===== config.mk =====
export PLATFORM = sky130hd
export DESIGN_NAME = scsi_target_role_sequencer
export DESIGN_NICKNAME = d
export VERILOG_FILES = /design/src/scsi_target_pkg.sv /design/src/pin_sync.sv /design/src/scsi_target_role_sequencer.sv
export SDC_FILE = /design/constraint.sdc
export NUM_CORES = 1
export LEC_CHECK = 0
export BUFFER_PORTS_ARGS = -buffer_cell sky130_fd_sc_hd__buf_2
export CELL_PAD_IN_SITES_DETAIL_PLACEMENT = 1
export CELL_PAD_IN_SITES_GLOBAL_PLACEMENT = 2
export CORE_ASPECT_RATIO = 1.25
export CORE_MARGIN = 4
export CORE_UTILIZATION = 37
export CTS_CLUSTER_DIAMETER = 60
export DETAILED_ROUTE_END_ITERATION = 10
export PLACE_DENSITY = 0.88
export SYNTH_ARGS = -nofsm -noshare
export SYNTH_HDL_FRONTEND = slang
export SYNTH_SLANG_ARGS = --single-unit

===== constraint.sdc =====
create_clock -name core_clk -period 4.1 [get_ports core_clk]
set_input_delay 0.615 -clock core_clk [delete_from_list [all_inputs] [get_ports core_clk]]
set_output_delay 0.615 -clock core_clk [all_outputs]
set_load 0.05 [all_outputs]

===== src/scsi_target_pkg.sv =====
// Package for the target-role SCSI sequencer.
// Assumes one core clock; register offsets, field layout and codes live here.
package scsi_target_pkg;

  // ****************************************
  // Register offsets (plain register port)
  // ****************************************
  localparam int ADDR_W = 4;
  localparam logic [3:0] ADDR_DATA = 4'h0;
  localparam logic [3:0] ADDR_CMD = 4'h1;
  localparam logic [3:0] ADDR_AUX = 4'h2;
  localparam logic [3:0] ADDR_INT = 4'h3;
  localparam logic [3:0] ADDR_SRC_ID = 4'h4;
  localparam logic [3:0] ADDR_DST_ID = 4'h5;
  localparam logic [3:0] ADDR_TC_HI = 4'h6;
  localparam logic [3:0] ADDR_TC_MID = 4'h7;
  localparam logic [3:0] ADDR_TC_LO = 4'h8;

  // ****************************************
  // Command register layout and opcodes
  // ****************************************
  localparam int CMD_SBT_BIT = 7;
  localparam int CMD_DMA_BIT = 6;
  localparam logic [4:0] OP_CHIP_RESET = 5'h00;
  localparam logic [4:0] OP_DISCONNECT = 5'h01;
  localparam logic [4:0] OP_PAUSE = 5'h02;
  localparam logic [4:0] OP_RESELECT = 5'h05;
  localparam logic [4:0] OP_RECV_CMD = 5'h10;
  localparam logic [4:0] OP_RECV_DATA = 5'h11;
  localparam logic [4:0] OP_RECV_MSG_OUT = 5'h12;
  localparam logic [4:0] OP_SEND_STATUS = 5'h14;
  localparam logic [4:0] OP_SEND_DATA = 5'h15;
  localparam logic [4:0] OP_SEND_MSG_IN = 5'h16;

  // ****************************************
  // Interrupt register codes
  // ****************************************
  localparam logic [7:0] INT_FUNC_DONE = 8'h01;
  localparam logic [7:0] INT_BUS_SVC = 8'h02;
  localparam logic [7:0] INT_TIMEOUT = 8'h04;
  localparam logic [7:0] INT_SELECTED = 8'h08;
  localparam logic [7:0] INT_RESELECTED = 8'h10;
  localparam logic [7:0] INT_INVALID = 8'h40;

  // ****************************************
  // Auxiliary status bit positions
  // ****************************************
  localparam int AUX_FULL_BIT = 7;
  localparam int AUX_BUSY_BIT = 5;
  localparam int AUX_PHASE_LSB = 2;
  localparam int AUX_TC_ZERO_BIT = 1;
  localparam int AUX_IRQ_BIT = 0;
  localparam int SRC_VALID_BIT = 7;

  // ****************************************
  // Phase codes {msg, cd, io} and reset values
  // ****************************************
  localparam logic [2:0] PH_DATA_OUT = 3'b000;
  localparam logic [2:0] PH_DATA_IN = 3'b001;
  localparam logic [2:0] PH_COMMAND = 3'b010;
  localparam logic [2:0] PH_STATUS = 3'b011;
  localparam logic [2:0] PH_MSG_OUT = 3'b110;
  localparam logic [2:0] PH_MSG_IN = 3'b111;
  localparam logic [7:0] BYTE_RESET = 8'h00;
  localparam logic [23:0] TC_RESET = 24'h000000;
  localparam int SYNC_STAGES = 3;

  // ****************************************
  // Pin groups
  // ****************************************
  typedef struct packed {
    logic bsy;
    logic sel;
    logic atn;
    logic ack;
    logic [7:0] data;
  } scsi_in_type;

  typedef struct packed {
    logic bsy;
    logic sel;
    logic req;
    logic msg;
    logic cd;
    logic io;
    logic [7:0] data;
  } scsi_out_type;

endpackage : scsi_target_pkg


===== src/pin_sync.sv =====
// Three-stage synchroniser for a group of pins.
// Assumes inputs are asynchronous to core_clk; output moves when stages two and three agree.
`timescale 1ns/10ps
module pin_sync #(
  parameter int WIDTH = 8
) (
  input wire logic core_clk,
  input wire logic rst_n,
  input wire logic [WIDTH-1:0] pin_in,
  output logic [WIDTH-1:0] pin_out
);

  logic [WIDTH-1:0] s1_q, s2_q, s3_q, out_q;
  logic [WIDTH-1:0] out_d;

  // Per bit, a change counts only once the late stages agree
  always_comb begin
    for (int i = 0; i < WIDTH; i++) begin
      out_d[i] = (s2_q[i] == s3_q[i]) ? s3_q[i] : out_q[i];
    end
  end

  // Stage one is read only by stage two
  always_ff @(posedge core_clk or negedge rst_n) begin
    if (!rst_n) begin
      s1_q <= '0;
      s2_q <= '0;
      s3_q <= '0;
      out_q <= '0;
    end else begin
      s1_q <= pin_in;
      s2_q <= s1_q;
      s3_q <= s2_q;
      out_q <= out_d;
    end
  end

  assign pin_out = out_q;

endmodule : pin_sync


===== src/scsi_target_role_sequencer.sv =====
// Target-role command and interrupt sequencer of a SCSI protocol controller.
// Assumes a local host on a plain register port and a DMA engine on a req/ack pair.
// Overview of operation
// - While target, drive C/D, I/O and MSG for every information phase.
// - Selected with ATN: report selected plus bus service, then connected.
// - Single-byte message out sets data-register-full; host polls it first.
// - Source ID register holds initiator ID and its disconnect-capable bit.
// - Operation-complete fires as the message byte sets full, before the host reads it.
// - Message in: host writes byte when full is clear; device sends, completes.
// - Disconnect command, unless already disconnected (then it raises invalid), acts at once, no interrupt, device becomes disconnected.
// - Successful reselection raises operation-complete and connects as target.
// - Receive/send command with DMA moves counter bytes, then completes.
// - Send status runs single-byte without DMA, completes after sending.
// - Loading an interrupting command clears data-register-full.
// - Interrupt read clears register, output and busy; bus event beats interrupting command.
// - Target send or receive completion reads as interrupt code 0x01, or 0x03 while ATN is asserted.
// - Selection with ATN reads as interrupt code 0x0a.
//
// Local design decisions: the register addresses and the strobed register port.
`timescale 1ns/10ps
module scsi_target_role_sequencer
  import scsi_target_pkg::*;
#(
  parameter logic [2:0] OWN_ID = 3'h7
) (
  input wire logic core_clk,
  input wire logic rst_n,
  input wire logic [3:0] reg_addr,
  input wire logic [7:0] reg_wdata,
  input wire logic reg_wr,
  input wire logic reg_rd,
  output logic [7:0] reg_rdata,
  output logic irq,
  output logic dma_req,
  input wire logic dma_ack,
  input wire logic [7:0] dma_rdata,
  output logic [7:0] dma_wdata,
  input wire scsi_in_type scsi_i,
  output scsi_out_type scsi_o,
  output scsi_out_type scsi_oe
);

  // ****************************************
  // State and storage
  // ****************************************
  typedef enum logic [3:0] {
    st_disc, st_sel_hold, st_conn, st_fetch, st_req, st_ack_low, st_deliver,
    st_resel_wait
  } state_type;

  state_type state_q, state_d;
  scsi_in_type bus_s;
  logic [7:0] data_q, data_d, int_q, int_d, rdata_q, rdata_d;
  logic [7:0] in_byte_q, in_byte_d, dout_q, dout_d;
  logic [23:0] tc_q, tc_d, timer_q, timer_d;
  logic [2:0] src_id_q, src_id_d, dst_id_q, dst_id_d, phase_q, phase_d;
  logic full_q, full_d, detach_q, detach_d, busy_q, busy_d;
  logic recv_q, recv_d, sbt_q, sbt_d, dma_q, dma_d;
  logic bsy_q, bsy_d, sel_q, sel_d, req_q, req_d, dout_oe_q, dout_oe_d;
  logic atn_prev_q, atn_prev_d;
  logic cmd_wr, bus_event, byte_done, other_seen, full_set;
  logic [2:0] other_id;
  logic [4:0] op;

  // ****************************************
  // Pin synchronisers
  // ****************************************
  pin_sync #(.WIDTH($bits(scsi_in_type))) u_pin_sync (
    .core_clk(core_clk),
    .rst_n(rst_n),
    .pin_in(scsi_i),
    .pin_out(bus_s)
  );

  // Initiator ID is the data bit other than our own during selection
  always_comb begin
    other_id = 3'h0;
    other_seen = 1'b0;
    for (int i = 0; i < 8; i++) begin
      if (bus_s.data[i] && (i[2:0] != OWN_ID)) begin
        other_id = i[2:0];
        other_seen = 1'b1;
      end
    end
  end

  assign cmd_wr = reg_wr && (reg_addr == ADDR_CMD);
  assign op = reg_wdata[4:0];

  // ****************************************
  // Next-state logic
  // ****************************************
  always_comb begin
    state_d = state_q;
    data_d = data_q;
    int_d = int_q;
    in_byte_d = in_byte_q;
    dout_d = dout_q;
    tc_d = tc_q;
    timer_d = timer_q;
    src_id_d = src_id_q;
    dst_id_d = dst_id_q;
    phase_d = phase_q;
    full_d = full_q;
    detach_d = detach_q;
    busy_d = busy_q;
    recv_d = recv_q;
    sbt_d = sbt_q;
    dma_d = dma_q;
    bsy_d = bsy_q;
    sel_d = sel_q;
    req_d = req_q;
    dout_oe_d = dout_oe_q;
    atn_prev_d = bus_s.atn;
    bus_event = 1'b0;
    byte_done = 1'b0;
    full_set = 1'b0;
    dma_req = 1'b0;
    rdata_d = BYTE_RESET;

    // Host register reads; read data stands one cycle later
    if (reg_rd) begin
      unique case (reg_addr)
        ADDR_DATA: rdata_d = data_q;
        ADDR_AUX: rdata_d = {full_q, 1'b0, busy_q, phase_q, (tc_q == TC_RESET), irq};
        ADDR_INT: rdata_d = int_q;
        ADDR_SRC_ID: rdata_d = {detach_q, 4'h0, src_id_q};
        ADDR_DST_ID: rdata_d = {5'h00, dst_id_q};
        ADDR_TC_HI: rdata_d = tc_q[23:16];
        ADDR_TC_MID: rdata_d = tc_q[15:8];
        ADDR_TC_LO: rdata_d = tc_q[7:0];
        default: rdata_d = BYTE_RESET;
      endcase
    end
    if (reg_rd && (reg_addr == ADDR_INT)) begin
      int_d = BYTE_RESET;
      busy_d = 1'b0;
    end
    if (reg_rd && (reg_addr == ADDR_DATA)) begin
      full_d = 1'b0;
    end

    // Host register writes other than commands
    if (reg_wr) begin
      unique case (reg_addr)
        ADDR_DATA: begin
          data_d = reg_wdata;
          full_d = 1'b1;
        end
        ADDR_DST_ID: dst_id_d = reg_wdata[2:0];
        ADDR_TC_HI: tc_d[23:16] = reg_wdata;
        ADDR_TC_MID: tc_d[15:8] = reg_wdata;
        ADDR_TC_LO: tc_d[7:0] = reg_wdata;
        default: ;
      endcase
    end

    // Bus sequencing
    unique case (state_q)
      st_disc: begin
        if (bus_s.sel && !bus_s.bsy && bus_s.data[OWN_ID]) begin
          src_id_d = other_id;
          detach_d = other_seen && bus_s.atn;
          bsy_d = 1'b1;
          bus_event = 1'b1;
          state_d = st_sel_hold;
        end
      end
      st_sel_hold: begin
        if (!bus_s.sel) begin
          int_d = int_d | INT_SELECTED | (bus_s.atn ? INT_BUS_SVC : BYTE_RESET);
          phase_d = bus_s.atn ? PH_MSG_OUT : PH_COMMAND;
          state_d = st_conn;
        end
      end
      st_conn: begin
        if (bus_s.atn && !atn_prev_q) begin
          int_d = int_d | INT_BUS_SVC;
          bus_event = 1'b1;
        end
      end
      st_fetch: begin
        if (!dma_q) begin
          if (full_q) begin
            dout_d = data_q;
            full_d = 1'b0;
            dout_oe_d = 1'b1;
            req_d = 1'b1;
            state_d = st_req;
          end
        end else begin
          dma_req = 1'b1;
          if (dma_ack) begin
            dout_d = dma_rdata;
            dout_oe_d = 1'b1;
            req_d = 1'b1;
            state_d = st_req;
          end
        end
      end
      st_req: begin
        // Wait for the initiator to take or give the byte
        if (bus_s.ack) begin
          if (recv_q) begin
            in_byte_d = bus_s.data;
          end
          req_d = 1'b0;
          state_d = st_ack_low;
        end
      end
      st_ack_low: begin
        if (!bus_s.ack) begin
          dout_oe_d = 1'b0;
          if (recv_q) begin
            state_d = st_deliver;
          end else begin
            byte_done = 1'b1;
          end
        end
      end
      st_deliver: begin
        if (!dma_q) begin
          if (!full_q) begin
            data_d = in_byte_q;
            full_d = 1'b1;
            full_set = 1'b1;
            byte_done = 1'b1;
          end
        end else begin
          dma_req = 1'b1;
          if (dma_ack) begin
            byte_done = 1'b1;
          end
        end
      end
      st_resel_wait: begin
        if (bus_s.bsy) begin
          bsy_d = 1'b1;
          sel_d = 1'b0;
          dout_oe_d = 1'b0;
          int_d = int_d | INT_FUNC_DONE;
          state_d = st_conn;
        end else if (timer_q == TC_RESET) begin
          sel_d = 1'b0;
          dout_oe_d = 1'b0;
          int_d = int_d | INT_TIMEOUT;
          state_d = st_disc;
        end else begin
          timer_d = timer_q - 24'h000001;
        end
      end
      default: state_d = st_disc;
    endcase

    // Count bytes, complete at the end
    if (byte_done) begin
      tc_d = (tc_q == TC_RESET) ? TC_RESET : tc_q - 24'h000001;
      if (sbt_q || (tc_d == TC_RESET)) begin
        int_d = int_d | INT_FUNC_DONE | (bus_s.atn ? INT_BUS_SVC : BYTE_RESET);
        state_d = st_conn;
      end else begin
        req_d = recv_q;
        state_d = recv_q ? st_req : st_fetch;
      end
    end

    // Command decode; a bus event in the same cycle wins over interrupting commands only
    if (cmd_wr && (op == OP_CHIP_RESET)) begin
      state_d = st_disc;
      int_d = BYTE_RESET;
      full_d = 1'b0;
      busy_d = 1'b0;
      bsy_d = 1'b0;
      sel_d = 1'b0;
      req_d = 1'b0;
      dout_oe_d = 1'b0;
      phase_d = PH_DATA_OUT;
    end else if (cmd_wr && (op == OP_PAUSE)) begin
      busy_d = busy_q;
    end else if (cmd_wr && (op == OP_DISCONNECT) && (state_q != st_disc)) begin
      state_d = st_disc;
      bsy_d = 1'b0;
      sel_d = 1'b0;
      req_d = 1'b0;
      dout_oe_d = 1'b0;
      phase_d = PH_DATA_OUT;
    end else if (cmd_wr && !bus_event) begin
      // interrupting command empties data register
      // A byte landing in this same cycle still wins
      full_d = full_set;
      busy_d = 1'b1;
      if ((state_q == st_disc) && (op == OP_RESELECT)) begin
        sel_d = 1'b1;
        phase_d = PH_DATA_IN;
        dout_d = 8'h01 << OWN_ID | 8'h01 << dst_id_q;
        dout_oe_d = 1'b1;
        timer_d = tc_q;
        state_d = st_resel_wait;
      end else if ((state_q == st_conn) && (op >= OP_RECV_CMD) && (op <= OP_SEND_MSG_IN) &&
                   (op != 5'h13)) begin
        recv_d = (op < OP_SEND_STATUS);
        sbt_d = reg_wdata[CMD_SBT_BIT] || (op == OP_SEND_STATUS);
        dma_d = reg_wdata[CMD_DMA_BIT] && (op != OP_SEND_STATUS);
        req_d = (op < OP_SEND_STATUS);
        state_d = (op < OP_SEND_STATUS) ? st_req : st_fetch;
        unique case (op)
          OP_RECV_CMD: phase_d = PH_COMMAND;
          OP_RECV_DATA: phase_d = PH_DATA_OUT;
          OP_RECV_MSG_OUT: phase_d = PH_MSG_OUT;
          OP_SEND_STATUS: phase_d = PH_STATUS;
          OP_SEND_DATA: phase_d = PH_DATA_IN;
          default: phase_d = PH_MSG_IN;
        endcase
      end else begin
        int_d = int_d | INT_INVALID;
      end
    end
  end

  // ****************************************
  // Registers
  // ****************************************
  always_ff @(posedge core_clk or negedge rst_n) begin
    if (!rst_n) begin
      state_q <= st_disc;
      data_q <= BYTE_RESET;
      int_q <= BYTE_RESET;
      rdata_q <= BYTE_RESET;
      in_byte_q <= BYTE_RESET;
      dout_q <= BYTE_RESET;
      tc_q <= TC_RESET;
      timer_q <= TC_RESET;
      src_id_q <= 3'h0;
      dst_id_q <= 3'h0;
      phase_q <= PH_DATA_OUT;
      full_q <= 1'b0;
      detach_q <= 1'b0;
      busy_q <= 1'b0;
      recv_q <= 1'b0;
      sbt_q <= 1'b0;
      dma_q <= 1'b0;
      bsy_q <= 1'b0;
      sel_q <= 1'b0;
      req_q <= 1'b0;
      dout_oe_q <= 1'b0;
      atn_prev_q <= 1'b0;
    end else begin
      state_q <= state_d;
      data_q <= data_d;
      int_q <= int_d;
      rdata_q <= rdata_d;
      in_byte_q <= in_byte_d;
      dout_q <= dout_d;
      tc_q <= tc_d;
      timer_q <= timer_d;
      src_id_q <= src_id_d;
      dst_id_q <= dst_id_d;
      phase_q <= phase_d;
      full_q <= full_d;
      detach_q <= detach_d;
      busy_q <= busy_d;
      recv_q <= recv_d;
      sbt_q <= sbt_d;
      dma_q <= dma_d;
      bsy_q <= bsy_d;
      sel_q <= sel_d;
      req_q <= req_d;
      dout_oe_q <= dout_oe_d;
      atn_prev_q <= atn_prev_d;
    end
  end

  // ****************************************
  // Outputs
  // ****************************************
  // Phase lines driven while we hold BSY as target; I/O also while SEL is held for reselection
  assign scsi_o = '{bsy: bsy_q, sel: sel_q, req: req_q, msg: phase_q[2] & bsy_q,
                    cd: phase_q[1] & bsy_q, io: phase_q[0] & (bsy_q | sel_q), data: dout_q};
  assign scsi_oe = '{bsy: bsy_q, sel: sel_q, req: req_q, msg: phase_q[2] & bsy_q,
                     cd: phase_q[1] & bsy_q, io: phase_q[0] & (bsy_q | sel_q),
                     data: {8{dout_oe_q}}};
  assign reg_rdata = rdata_q;
  assign irq = |int_q;
  assign dma_wdata = in_byte_q;

endmodule : scsi_target_role_sequencer


After elaboration in Yosys (flattened, before gate mapping)
Index checks and enable logic that the tools add are counted.

storage, ports and cells
  bits in registers = 160
  input port bits = 37
  output and inout port bits = 46
  logic and storage cells = 294

cells by class
  add/subtract/negate cells = 2
  $lt $le $gt $ge = 3
  equal/unequal tests = 38
  shift-type cells = 1
  muxes and demuxes = 158
  bitwise logic cells = 10
  reductions and logical operators = 43

operators by type and width
  kind                                                                   count
  24-bit two-way mux                                                     11
  8-bit two-way mux                                                      23
  24-bit zero test                                                       3
  1-bit two-way mux                                                      71
  4-bit two-way mux                                                      17
  8-bit case mux with 8 select lines                                     1
  3-bit two-way mux                                                      17
  24-bit by 1-bit subtractor with 24-bit output (second input constant)  2
  7-bit two-way mux                                                      5
  4-bit by 3-bit == test with 1-bit output (second input constant)       8
  4-bit case mux with 7 select lines                                     1
  5-bit == test (second input constant)                                  5
  8-bit case mux with 3 select lines                                     1
  1-bit logical AND                                                      17
  4-bit by 2-bit == test with 1-bit output (second input constant)       4
  8-bit by 2-bit OR with 8-bit output                                    2
  3-bit case mux with 5 select lines                                     1
  1-bit == test                                                          12
  5-bit inequality test (second input constant)                          2
  1-bit case mux with 2 select lines                                     5
  2-bit AND reduction                                                    5
  4-bit by 1-bit == test with 1-bit output (second input constant)       2
  4-bit zero test                                                        2
  2-bit two-way mux                                                      4
  22 further kinds                                                       34

Logic depth before layout (Yosys ltp)
Gate-level depths: netlist of the first run.

  word-level depth = 15
  mapped depth = 14
  mapped depth without buffers = 10

By module
A second synthesis of the first run with hierarchy kept.

second synthesis, totals
  cells, all modules = 845
  area total of the unflattened synthesis = 8099.0 um^2

modules (own cells, without submodules)
  module                      times used  cells each  area each (um^2)  seq. area each (um^2)
  scsi_target_role_sequencer  1           785         6762.7            2727.6
  pin_sync                    1           60          1336.3            1201.2

Least setup slack after synthesis of the first run
OpenSTA, ideal clock, no wires.

  path type = register to register
  start point = reg tc_q[0]
  end point = reg tc_q[11]
  setup time = 0.126 ns
  arrival = 2.930 ns
  data required time = 3.974 ns
  path slack = 1.043 ns
  stages on the path, launching flop included = 14
  path buffers = 4
  clock period less this slack = 3.057 ns
  path through = dfrtp_1 > clkbuf_1 > inv_1 > ha_1 > nor4b_1 > nand2_1 > nor2_1 > and2_1 > clkbuf_1 > nand2b_1 > clkbuf_1 > clkbuf_1 > nor2_1 > a221o_1

between the ends
  cells in the longest elaborated chain, start to end = 3
  elaborated cells between the ends (all ways) = 4
  classes of those cells = add/sub: 1; mux: 2; reduce/logical: 1

RTL lines
  item                                                                               RTL line                           RTL
  from (decl)                                                                        scsi_target_role_sequencer.sv:55   logic [23:0] tc_q, tc_d, timer_q, timer_d;
  from (signal assigned)                                                             scsi_target_role_sequencer.sv:354  tc_q <= tc_d;
  24-bit by 1-bit subtractor with 24-bit output or 24-bit zero test (tied branches)  scsi_target_role_sequencer.sv:257  tc_d = (tc_q == TC_RESET) ? TC_RESET : tc_q - 24'h000001;
  24-bit two-way mux *                                                               scsi_target_role_sequencer.sv:257
  24-bit two-way mux *                                                               scsi_target_role_sequencer.sv:256  if (byte_done) begin

Mark *: on every way between the ends. The rest lies on a longest branch, timed or not.
A chain may end at the register's enable or synchronous reset.

Final worst setup path of the first run
  start point = reg tc_q[0]
  end point = reg state_q[1]

between the ends
  cells in the longest elaborated chain, start to end = 12
  elaborated cells between the ends (all ways) = 13
  classes of those cells = add/sub: 1; mux: 9; reduce/logical: 3

RTL lines
  item                                                                               RTL line                           RTL
  24-bit by 1-bit subtractor with 24-bit output or 24-bit zero test (tied branches)  scsi_target_role_sequencer.sv:257
  24-bit two-way mux *                                                               scsi_target_role_sequencer.sv:257
  24-bit zero test *                                                                 scsi_target_role_sequencer.sv:258  if (sbt_q || (tc_d == TC_RESET)) begin
  1-bit logical OR *                                                                 scsi_target_role_sequencer.sv:258
  3-bit two-way mux *                                                                scsi_target_role_sequencer.sv:258
  4-bit two-way mux *                                                                scsi_target_role_sequencer.sv:256
  4-bit two-way mux                                                                  scsi_target_role_sequencer.sv:299  end else if ((state_q == st_conn) && (op >= OP_RECV_CMD) && (op <= OP_SEND_MSG_IN) &&
  4-bit two-way mux                                                                  scsi_target_role_sequencer.sv:292  if ((state_q == st_disc) && (op == OP_RESELECT)) begin
  4-bit two-way mux                                                                  scsi_target_role_sequencer.sv:287  end else if (cmd_wr && !bus_event) begin
  4-bit two-way mux                                                                  scsi_target_role_sequencer.sv:280  end else if (cmd_wr && (op == OP_DISCONNECT) && (state_q != st_disc)) begin
  4-bit two-way mux *                                                                scsi_target_role_sequencer.sv:278  end else if (cmd_wr && (op == OP_PAUSE)) begin
  4-bit two-way mux *                                                                scsi_target_role_sequencer.sv:268  if (cmd_wr && (op == OP_CHIP_RESET)) begin
  net state_d[1]                                                                     scsi_target_role_sequencer.sv:51   state_type state_q, state_d;
  to (signal assigned)                                                               scsi_target_role_sequencer.sv:325  state_q <= st_disc;
  to (signal assigned)                                                               scsi_target_role_sequencer.sv:348  state_q <= state_d;
  to (decl)                                                                          scsi_target_role_sequencer.sv:51

Mark *: on every way through the listed nets, which the timed path passes. The rest lies on a longest branch.

==> implementation parameters, run 1 <==
Parameter                              Value

Timing
  Final Hold Fails    0
  Final hold slack    between 0.1 and 0.15 ns
  Pins Over Slew Limit    0
  Worst-margin pin slew    1.03 ns
  Setup repair after global routing missed its margin    false
  Maximum operating frequency    0.291 GHz
  Final critical-path share of the clock period    around 84%
  Final worst clock skew    between 0.01 and 0.015 ns
  Final setup viols    0
  Normalized max-slew margin    30.8%
  Post-layout minimum cycle time    about 3.4 ns
  Final total negative setup slack    0 ns

Drt
  Total wire length after detailed routing    around 28 mm
  DRC violation count after routing    0
  Number of design-rule violations left by the first detailed-router iteration    606
  Via count of the routed design    7,205
  Via/cell ratio    6.00
  Drt first pass iters    6
  Remaining antenna violation count    0
  Detailed-route wire length per cell    approximately 23 µm

Cells and area
  Proportion of layout cells with a drive suffix above 1    a little under a fifth
  Finished Core Util    between 40% and 50%
  Multi-input logic area    3830 µm²
  Number of fillers in the final layout    2,501
  Fin nets    950
  Sequential Area    between 3000 and 4000 µm²
  Synth-to-layout area growth    14.4%
  # diodes    0

Floorplanning
  Area of the die    approximately 24,000 µm²
  Initial Util    between 30% and 40%
  I/O pin total    between 80 and 90
  Core outline area    around 22,000 µm²
  Horizontal die dimension    141 µm
  Y dimension of the die    about 170 µm
  Row cnt    60

GRT
  Wire length of the first global-routing pass    about 44 mm
  Maximum number of pins on one net before global-route repair    between 90 and 100
  Global Route met2 Usage    around two fifths
  Met3 track demand over resource    ~4.0%
  Number of antenna violations at the first check in global routing    0
  Global-route total usage across every layer    ~23%
  Congestion Overflow GR    0
  M1 GR Usage    roughly 28%
  Number of global-route vias before repair    approximately 7,600
  Layer with the highest usage    met2

Clock network
  Maximum buffer depth of the clock tree    2
  Hold bufs inserted after CTS    0
  Clock slew at the register clock pins of the worst setup and hold paths    about 0.070 ns
  Clock Tree Root    clkbuf_16
  Source-to-sink clock delay at the later pin of the worst-skew pair    roughly 0.44 ns
  CTS tree    yes
  Number of cells upsized or downsized after cts    0
  Number of buffers created by CTS    17
  Clk sinks    157
  Number of H-tree levels    4
  Post-CTS Setup Inserts    0

Outcome
  Result of the run    finished, final reports clean

Pwr
  IR drop worst, VDD    between 0.0003 and 0.0004 V
  Areal power density over the cells    around 460 nW/µm²
  Overall power of the completed layout    ~4.3 mW
  LEAKAGE    approximately 3.8 nW

Setup path
  Arrival time reported for the critical path endpoint    ~3.8 ns
  Worst endpoint required time    between 4 and 5 ns
  Worst r2r path cells    11
  Cell chain of the critical path    inv_1, ha_1, nor4b_1, buf_4, nand2_1, nor2_1, xnor2_1, nor4_1, a41oi_2, and3_1, o41ai_2
  Critical-path top delay cell    dfrtp_1
  Setup slack, reg-to-reg    about 0.66 ns
  Launch instance of the worst register-to-register path    tc_q[0]$_DFFE_PN0P_
  Category of the worst setup path capture point    register
  Critical path launch point type    register
  Worst R2R End    state_q[1]$_DFF_PN0_
  Worst Setup Path Type    register to register
  Peak fanout along the critical path    8
  Longest individual stage delay on the worst path    between 0.4 and 0.5 ns

Synth
  Net count of the mapped netlist    approximately 900
  YS warnings    0
  Dominant cell type by area after synthesis    dfrtp_1
  Instance count of the mapped netlist    between 800 and 900
  Commonest cells in the synthesized netlist    157 x dfrtp_1, 91 x nand2_1, 84 x nor2_1, 55 x o21ai_0, 53 x a21oi_1
  Synth Register Bits    157
  Most frequently used flop master after synthesis    dfrtp_1
  Cell area after synthesis    between 8000 and 9000 µm²
  Dominant cell by count in the synthesized netlist    dfrtp_1
  Share of flip-flops with an asynchronous set or reset    between 90% and 100%
  Average cell area after synthesis    between 9 and 10 µm²
  Unique cell type count in the Yosys netlist    66
  Most area-consuming cells after synthesis    dfrtp_1 48%, nand2_1 4.2%, nor2_1 3.9%
  Register area share after synthesis    between 40% and 50%
  Count of flip-flops with a built-in enable after synthesis    0
  Top-area cell type share of the netlist area    around half

Place
  HPWL after DPL    about 20 mm
  Placer Congestion    0.932
  Buffers on Ports    just over 80

Flow run
  Max capacitance violation total    0

Worst hold path
  Type of the most critical hold path    input pin to async pin
-- worst max path at each step --
stage	to	slack (ns)	start
final	state_q[1]$_DFF_PN0_	0.66	tc_q[0]$_DFFE_PN0P_
after global placement	state_q[1]$_DFF_PN0_	0.83	tc_q[8]$_DFFE_PN0P_
after detailed placement	state_q[1]$_DFF_PN0_	0.72	tc_q[8]$_DFFE_PN0P_
after floorplan	tc_q[11]$_DFFE_PN0P_	1.04	tc_q[0]$_DFFE_PN0P_
after CTS	state_q[1]$_DFF_PN0_	0.71	tc_q[0]$_DFFE_PN0P_
after global routing	state_q[1]$_DFF_PN0_	0.39	tc_q[0]$_DFFE_PN0P_
-- critical path, delay by kind of cell (launching register included) --
kind	cells	cell delay, ns
buffers and inverters	2	0.35
AOI/OAI and AO/OA	2	0.60
xor gates and xnor gates	1	0.15
and+or+nand+nor	5	1.46
adders and majority gates	1	0.30
DFF	1	0.48
-- report_power, final --
group	internal, mW	total, mW	switching (mW)	leakage (nW)
clock network	0.810	1.57	0.758	0.273
logic	0.282	0.783	0.501	1.68
registers	1.71	1.98	0.270	1.85
-- state kept, by name, indices dropped and copies added (netlist names), 3 cells and up --
register / flops
dma_wdata: 8
timer_q: 24
u_pin_sync.pin_out: 12
reg_rdata: 8
src_id_q: 3
state_q: 4
data_q: 8
int_q: 5
tc_q: 24
u_pin_sync.s3_q: 12
phase_q: 3
dst_id_q: 3
u_pin_sync.s2_q: 12
u_pin_sync.s1_q: 12
dout_q: 8
-- area by class of cell --
type / count / area share (%)
Sequential cell: 157 / 42.2
Multi-Input combinational cell: 622 / 41.2
Timing Repair Buffer: 102 / 6.22
Clock buffer: 17 / 4.57
Tap cell: 279 / 3.75
Clock inverter: 14 / 1.63
Inverter: 10 / 0.403
-- layout by cell type (no fill, tap or decap), types with 8 or more instances in the layout --
cell       instances
a21oi_1           53
a221o_1           12
a222oi_1           9
a22oi_1            9
buf_2             81
buf_4             19
clkbuf_16         17
dfrtp_1          157
inv_1             10
maj3_1            12
mux2_2            13
mux2i_1           16
nand2_1           91
nand2b_1          17
nand3_1           25
nor2_1            84
nor2b_1            8
nor3_1            34
nor4_1            19
o21ai_0           55
or2_2             12
or3_1              8
or4_1             14
xnor2_1           21
-- cell families after synthesis --
logic type	Yosys count	synth area share, %
simple gates	355	22.0
compound gates	193	15.9
flops	157	48.3
buf+inv	79	4.58
mux	31	4.32
xor+xnor	27	2.91
fa+ha+maj	15	1.94
other cells	1	0.0461
-- per-layer routing --
layer / wire (µm) / vias up
li1: - / 3224
met1: 11300 / 3640
met2: 14400 / 269
met3: 1390 / 72
met4: 1040 / 0
met5: 0 / -
-- metrics by stage --
step,cells,cell area (µm²),setup slack (ns)
after floorplan,858,8140,1.04
after global placement,1170,8730,0.829
after detailed placement,1170,8730,0.725
after CTS,1201,9310,0.714
after global routing,1201,9310,0.393
final,1201,9310,0.660
(Power assumes the default switching activity.)
==> inputs of run 2 (changes only) <==
- CORE_UTILIZATION: 37 -> 34
- PLACE_DENSITY: 0.88 -> 0.86
- clock period: 4.1 -> 3 ns (I/O delays scaled with it)
==> run 2 against run 1 <==
Effect of this change:
- the run now ends with negative hold slack left
- utilization fell by 1.0 points
- sequential cell count did not move
- die area rose by 8.4%
- setup slack got worse by 0.65 ns
- hold slack got worse by 0.15 ns
- cell area rose by 6.7%
- largest cell class unchanged
- combinational power rose by 80%
- clock-buffer cell count did not move
- register-to-register slack got worse by 0.65 ns
==> implementation parameters, run 2 (same netlist as run 1, synthesis figures left out) <==
Parameter                              Value

Outcome
  Result of the run    complete, but fails checks
  Violations in the final reports    negative hold slack

Cells and area
  # diodes    0
  Proportion of layout cells with a drive suffix above 1    24.8%
  Leading cell types in the layout, fill and taps excluded    157 x dfrtp_1, 91 x nand2_1, 83 x nor2_1
  Largest registers    tc_q (24), timer_q (24)
  Most frequent standard cell in the layout excluding fill and tap cells    dfrtp_1
  Finished Core Util    around 42%
  Synth-to-layout area growth    22.1%
  Fin nets    about 1,000
  Final cell count without fillers    between 1,000 and 1,500

Clock network
  Clock Tree Root    clkbuf_16
  Hold bufs inserted after CTS    0
  Number of H-tree levels    4
  Number of buffers created by CTS    17
  Clock slew at the register clock pins of the worst setup and hold paths    0.08 ns
  Source-to-sink clock delay at the later pin of the worst-skew pair    0.44 ns
  CTS tree    yes
  Clk sinks    approximately 160
  Maximum buffer depth of the clock tree    2

Drt
  Detailed-route wire length per cell    23.1 µm
  DRC violation count after routing    0
  Total wire length after detailed routing    29.6 mm
  Via/cell ratio    a little under 6
  Drt first pass iters    5
  Via count of the routed design    between 7,000 and 8,000
  Remaining antenna violation count    0
  Number of design-rule violations left by the first detailed-router iteration    roughly 550

Setup path
  Worst endpoint required time    3.31 ns
  Launch instance of the worst register-to-register path    tc_q[10]$_DFFE_PN0P_
  Critical path launch point type    register
  Arrival time reported for the critical path endpoint    ~3.3 ns
  Category of the worst setup path capture point    register
  Worst Setup Path Type    register to register
  CP Launch Point    tc_q[10]$_DFFE_PN0P_
  Peak fanout along the critical path    7

Place
  Placer Congestion    just over 0.9
  HPWL after DPL    between 20 and 25 mm
  Placed Cells    1,244
  Pre-CTS setup slack    -0.0167 ns
  Buffers on Ports    slightly above 80

Timing
  Final Hold Fails    5
  Final critical-path share of the clock period    between 90% and 100%
  Final setup viols    0
  Final total negative setup slack    0 ns
  Final hold slack    -0.00408 ns
  Normalized max-slew margin    between 40% and 50%
  Pins Over Slew Limit    0
  Final worst clock skew    0.0105 ns
  Post-route setup slack    0.00882 ns
  Worst-margin pin slew    between 0.7 and 0.8 ns
  Maximum operating frequency    0.334 GHz
  Post-layout minimum cycle time    2.99 ns

GRT
  Congestion Overflow GR    0
  Maximum number of pins on one net before global-route repair    between 60 and 70
  Number of global-route vias before repair    between 7,000 and 8,000
  Number of antenna violations at the first check in global routing    0
  Global-route total usage across every layer    ~22%
  Wire length of the first global-routing pass    46.3 mm

Pwr
  Overall power of the completed layout    between 6 and 7 mW
  LEAKAGE    a little over 4 nW
  IR drop worst, VDD    around 0.00042 V
  Areal power density over the cells    between 600 and 700 nW/µm²

Floorplanning
  Initial Util    approximately 34%
  Core outline area    23,600 µm²
  Area of the die    26,500 µm²
  Row cnt    63
  Y dimension of the die    181 µm
  Horizontal die dimension    approximately 150 µm
  I/O pin total    83

Flow run
  Max capacitance violation total    0

Worst hold path
  Type of the most critical hold path    input pin to async pin
run 2: through the flow:
stage / cell area [µm²] / hold WS [ns]
5_1_grt: 9930 / 0.0381
3_3_place_gp: 9210 / 0.335
3_5_place_dp: 9210 / 0.336
4_1_cts: 9860 / 0.00534
6_report: 9930 / -0.00408
2_1_floorplan: 8150 / 0.154
run 2: layout make-up:
cell class                 instances  area [µm²]
tap                              292         365
clock inverter                    15         199
sequential                       157        3930
timing repair buffer             165        1050
clock buffer                      17         425
inverter                          10        37.5
multi-input combinational        622        3930
fill                            2706       13700
run 2: worst paths after layout:
path | endpoint | slack (ns) | cells after the start
max reg2reg | state_q[2]$_DFF_PN0_ | 0.009 | 10
min in group core_clk | u_pin_sync.s1_q[2]$_DFF_PN0_ | 0.11 | 1
max | state_q[2]$_DFF_PN0_ | 0.009 | 10
max in group asynchronous | tc_q[13]$_DFFE_PN0P_ | 2.24 | 2
min | u_pin_sync.s1_q[1]$_DFF_PN0_ | -0.004 | 1
min reg2reg | u_pin_sync.s2_q[10]$_DFF_PN0_ | 0.35 | 0
run 2: power breakdown:
| group | total, mW | internal (mW) | switching (mW) |
|---|---|---|---|
| Clock | 2.26 | 1.15 | 1.11 |
| Sequential | 2.59 | 2.33 | 0.260 |
| Combinational | 1.41 | 0.510 | 0.901 |
run 2: per-layer routing:
layer | wire, µm | global-route usage (%) | part of all wire (%)
met2 | 15500 | 40.7 | 52
met3 | 1200 | 3.64 | 4.1
met4 | 1290 | 10.4 | 4.4
met1 | 11600 | 25.3 | 39
met5 | 0 | 0 | 0
run 2: timing repair:
action,in CTS,in global routing
setup buffers,2,0
endpoints found under the setup margin,1,6
gates resized for setup,1,13
hold endpoints to repair,0,0
pin swaps,6,3
cloned,0,0
run 2: worst max-delay path: stages (launching register included):
cell     delay (ns)
dfrtp_1        0.38
or4_1          0.53
buf_4          0.15
or4_4          0.43
buf_4          0.19
o21ai_0        0.27
and4b_1        0.29
a41oi_4        0.17
buf_4          0.19
a31oi_1        0.16
o22ai_1        0.10
==> inputs of run 3 (changes only) <==
- GPL_TIMING_DRIVEN: default -> 0
==> run 3 against run 2 <==
Effect of this change:
- clock-buffer cell count is the same
- sequential cell count unchanged
- sequential share of layout area down 0.27 points
- hold slack better by 0.048 ns
- combinational power hardly changed
- largest cell class is now multi-input combinational cells
- clock power is essentially flat
- the flow finishes with violations (negative setup slack)
==> implementation parameters, run 3 (same netlist as run 1, synthesis figures left out) <==
Parameter                              Value

Pwr
  Internal power    3.98 mW
  Net switching power figure    roughly 2.3 mW
  Areal power density over the cells    roughly 630 nW/µm²
  Fraction of power consumed by sequential logic    a little over two fifths
  LEAKAGE    a little over 4 nW
  Proportion of power drawn by the clock network    36.1%
  Switching power as a share of total power    36.5%
  IR drop worst, VDD    about 0.00043 V
  Proportion of power drawn by combinational gates    21.9%
  Overall power of the completed layout    between 6 and 7 mW

Setup path
  Launch instance of the worst register-to-register path    tc_q[5]$_DFFE_PN0P_
  Category of the worst setup path capture point    register
  Worst R2R End    req_q$_DFF_PN0_
  Longest individual stage delay on the worst path    around 0.62 ns
  Worst r2r path cells    8
  Cell chain of the critical path    or4_4, or4_4, nor3_4, nor4_4, and4b_1, a41oi_4, a21oi_2, a311oi_1
  Worst endpoint required time    between 3 and 4 ns
  Total number of cells along the worst setup path    8
  Worst Setup Path Type    register to register
  Critical path launch point type    register
  Cell mode on critical path    or4_4
  Setup slack, reg-to-reg    -0.04 ns
  Family with the most delay on the worst path    simple AND/OR/NAND/NOR gates
  Number of buffer and inverter stages on the critical path    0
  Critical-path top delay cell    or4_4
  Peak fanout along the critical path    6
  Arrival time reported for the critical path endpoint    roughly 3.4 ns

Cells and area
  Final cell count without fillers    about 1,300
  Largest registers    tc_q (24), timer_q (24)
  Leading cell types in the layout, fill and taps excluded    147 x dfrtp_1, 90 x nand2_1, 82 x nor2_1
  Proportion of layout cells with a drive suffix above 1    between 20% and 30%
  Fin nets    roughly 1,000
  Most frequent standard cell in the layout excluding fill and tap cells    dfrtp_1
  Synth-to-layout area growth    23.3%

Drt
  Remaining antenna violation count    0
  Detailed-route wire length per cell    roughly 24 µm
  Via/cell ratio    between 5 and 6
  Total wire length after detailed routing    ~30 mm
  Drt first pass iters    5
  DRC violation count after routing    0
  Via count of the routed design    between 7,000 and 8,000
  Number of design-rule violations left by the first detailed-router iteration    600

Clock network
  CTS tree    yes
  Number of buffers created by CTS    17
  Clock slew at the register clock pins of the worst setup and hold paths    roughly 0.080 ns
  Clk sinks    157
  Clock Tree Root    clkbuf_16
  Maximum buffer depth of the clock tree    2
  Source-to-sink clock delay at the later pin of the worst-skew pair    0.44 ns
  Number of H-tree levels    4

Timing
  Post-layout minimum cycle time    about 3.0 ns
  Setup repair after global routing missed its margin    true
  Maximum operating frequency    ~0.33 GHz
  Final Hold Fails    0
  Final setup viols    4
  Final worst clock skew    around 0.014 ns
  Post-route setup slack    -0.0448 ns
  Normalized max-slew margin    between 30 and 40%
  Final hold slack    roughly 0.044 ns
  Pins Over Slew Limit    0
  Worst-margin pin slew    1.01 ns
  Final critical-path share of the clock period    101%

GRT
  Number of global-route vias before repair    about 7,900
  Met3 track demand over resource    3.49%
  Wire length of the first global-routing pass    between 40 and 50 mm
  Congestion Overflow GR    0
  M1 GR Usage    a little over a quarter
  Global-route total usage across every layer    between 20% and 30%
  Global Route met2 Usage    40.9%
  Number of antenna violations at the first check in global routing    0
  Layer with the highest usage    met2
  Maximum number of pins on one net before global-route repair    slightly above 80

Outcome
  Result of the run    complete, but fails checks
  Violations in the final reports    negative setup slack

Flow run
  Max capacitance violation total    0

Floorplanning
  Horizontal die dimension    around 150 µm
  Initial Util    between 30% and 40%
  Area of the die    26,500 µm²
  I/O pin total    a little over 80
  Y dimension of the die    about 180 µm
  Core outline area    approximately 24,000 µm²
  Row cnt    63

Worst hold path
  Type of the most critical hold path    input pin to async pin

Place
  HPWL after DPL    between 20 and 25 mm
  Placer Congestion    0.929
  Placed Cells    between 1,000 and 1,500
  Buffers on Ports    just under 80
==> run 3: cell count changes in the layout (fill, tap and decap cells not counted), moves of 6 or more <==
cell and change:
clkbuf_1 +29, nor4_1 -6, dfrtp_2 +10, dfrtp_1 -10, nor4_4 +6, clkbuf_2 +6, buf_4 -42
==> run 3: repair_timing <==
action | CTS | global route
resized for setup | 50 | 24
buffers inserted | 15 | 9
hold buffers | 0 | 0
gates cloned | 0 | 0
pin swaps | 10 | 16
endpoints found under the setup margin | 67 | 32
==> run 3: area by class of cell <==
class,instances,area (µm²)
well taps,292,365
multi-input cells,622,4150
flip-flops and latches,157,3940
inverters,10,37.5
clock inverters,15,206
repair buffers,103,614
plain buffers,57,294
fillers,2705,13600
clock buffers,17,425
diodes,1,2.50
==> run 3: routing by layer <==
metal / wire [µm] / vias up
met2: 15700 / 253
met5: 0 / -
met3: 1310 / 77
li1: - / 3332
met1: 11800 / 3709
met4: 1340 / 0
==> run 3: power by group through the flow <==
stage | sequential, mW | combinational (mW) | clock (mW)
final | 2.63 | 1.38 | 2.26
after global routing | 2.66 | 1.47 | 2.42
after CTS | 2.61 | 1.34 | 2.31
after detailed placement | 2.63 | 1.25 | 0
after global placement | 2.62 | 1.23 | 0
after floorplan | 2.53 | 0.846 | 0
==> run 3: worst max path at each step <==
stage | from | to
3_3_place_gp | tc_q[15]$_DFFE_PN0P_ | tc_q[11]$_DFFE_PN0P_
4_1_cts | tc_q[18]$_DFFE_PN0P_ | req_q$_DFF_PN0_
2_1_floorplan | tc_q[8]$_DFFE_PN0P_ | state_q[1]$_DFF_PN0_
6_report | tc_q[5]$_DFFE_PN0P_ | req_q$_DFF_PN0_
5_1_grt | tc_q[8]$_DFFE_PN0P_ | state_q[0]$_DFF_PN0_
3_5_place_dp | tc_q[15]$_DFFE_PN0P_ | tc_q[11]$_DFFE_PN0P_
==> run 3: stage by stage <==
| step | area (µm²) | util [%] | worst slack [ns] | TNS [ns] |
|---|---|---|---|---|
| 2_1_floorplan | 8150 | - | 0.0172 | 0 |
| 3_3_place_gp | 8910 | 37.7 | -1.32 | -190.99 |
| 3_5_place_dp | 8950 | 37.8 | -1.32 | -56.60 |
| 4_1_cts | 9870 | 41.7 | 0.00246 | 0 |
| 5_1_grt | 10000 | 42.4 | -0.115 | -0.476 |
| 6_report | 10000 | 42.4 | -0.0448 | -0.169 |
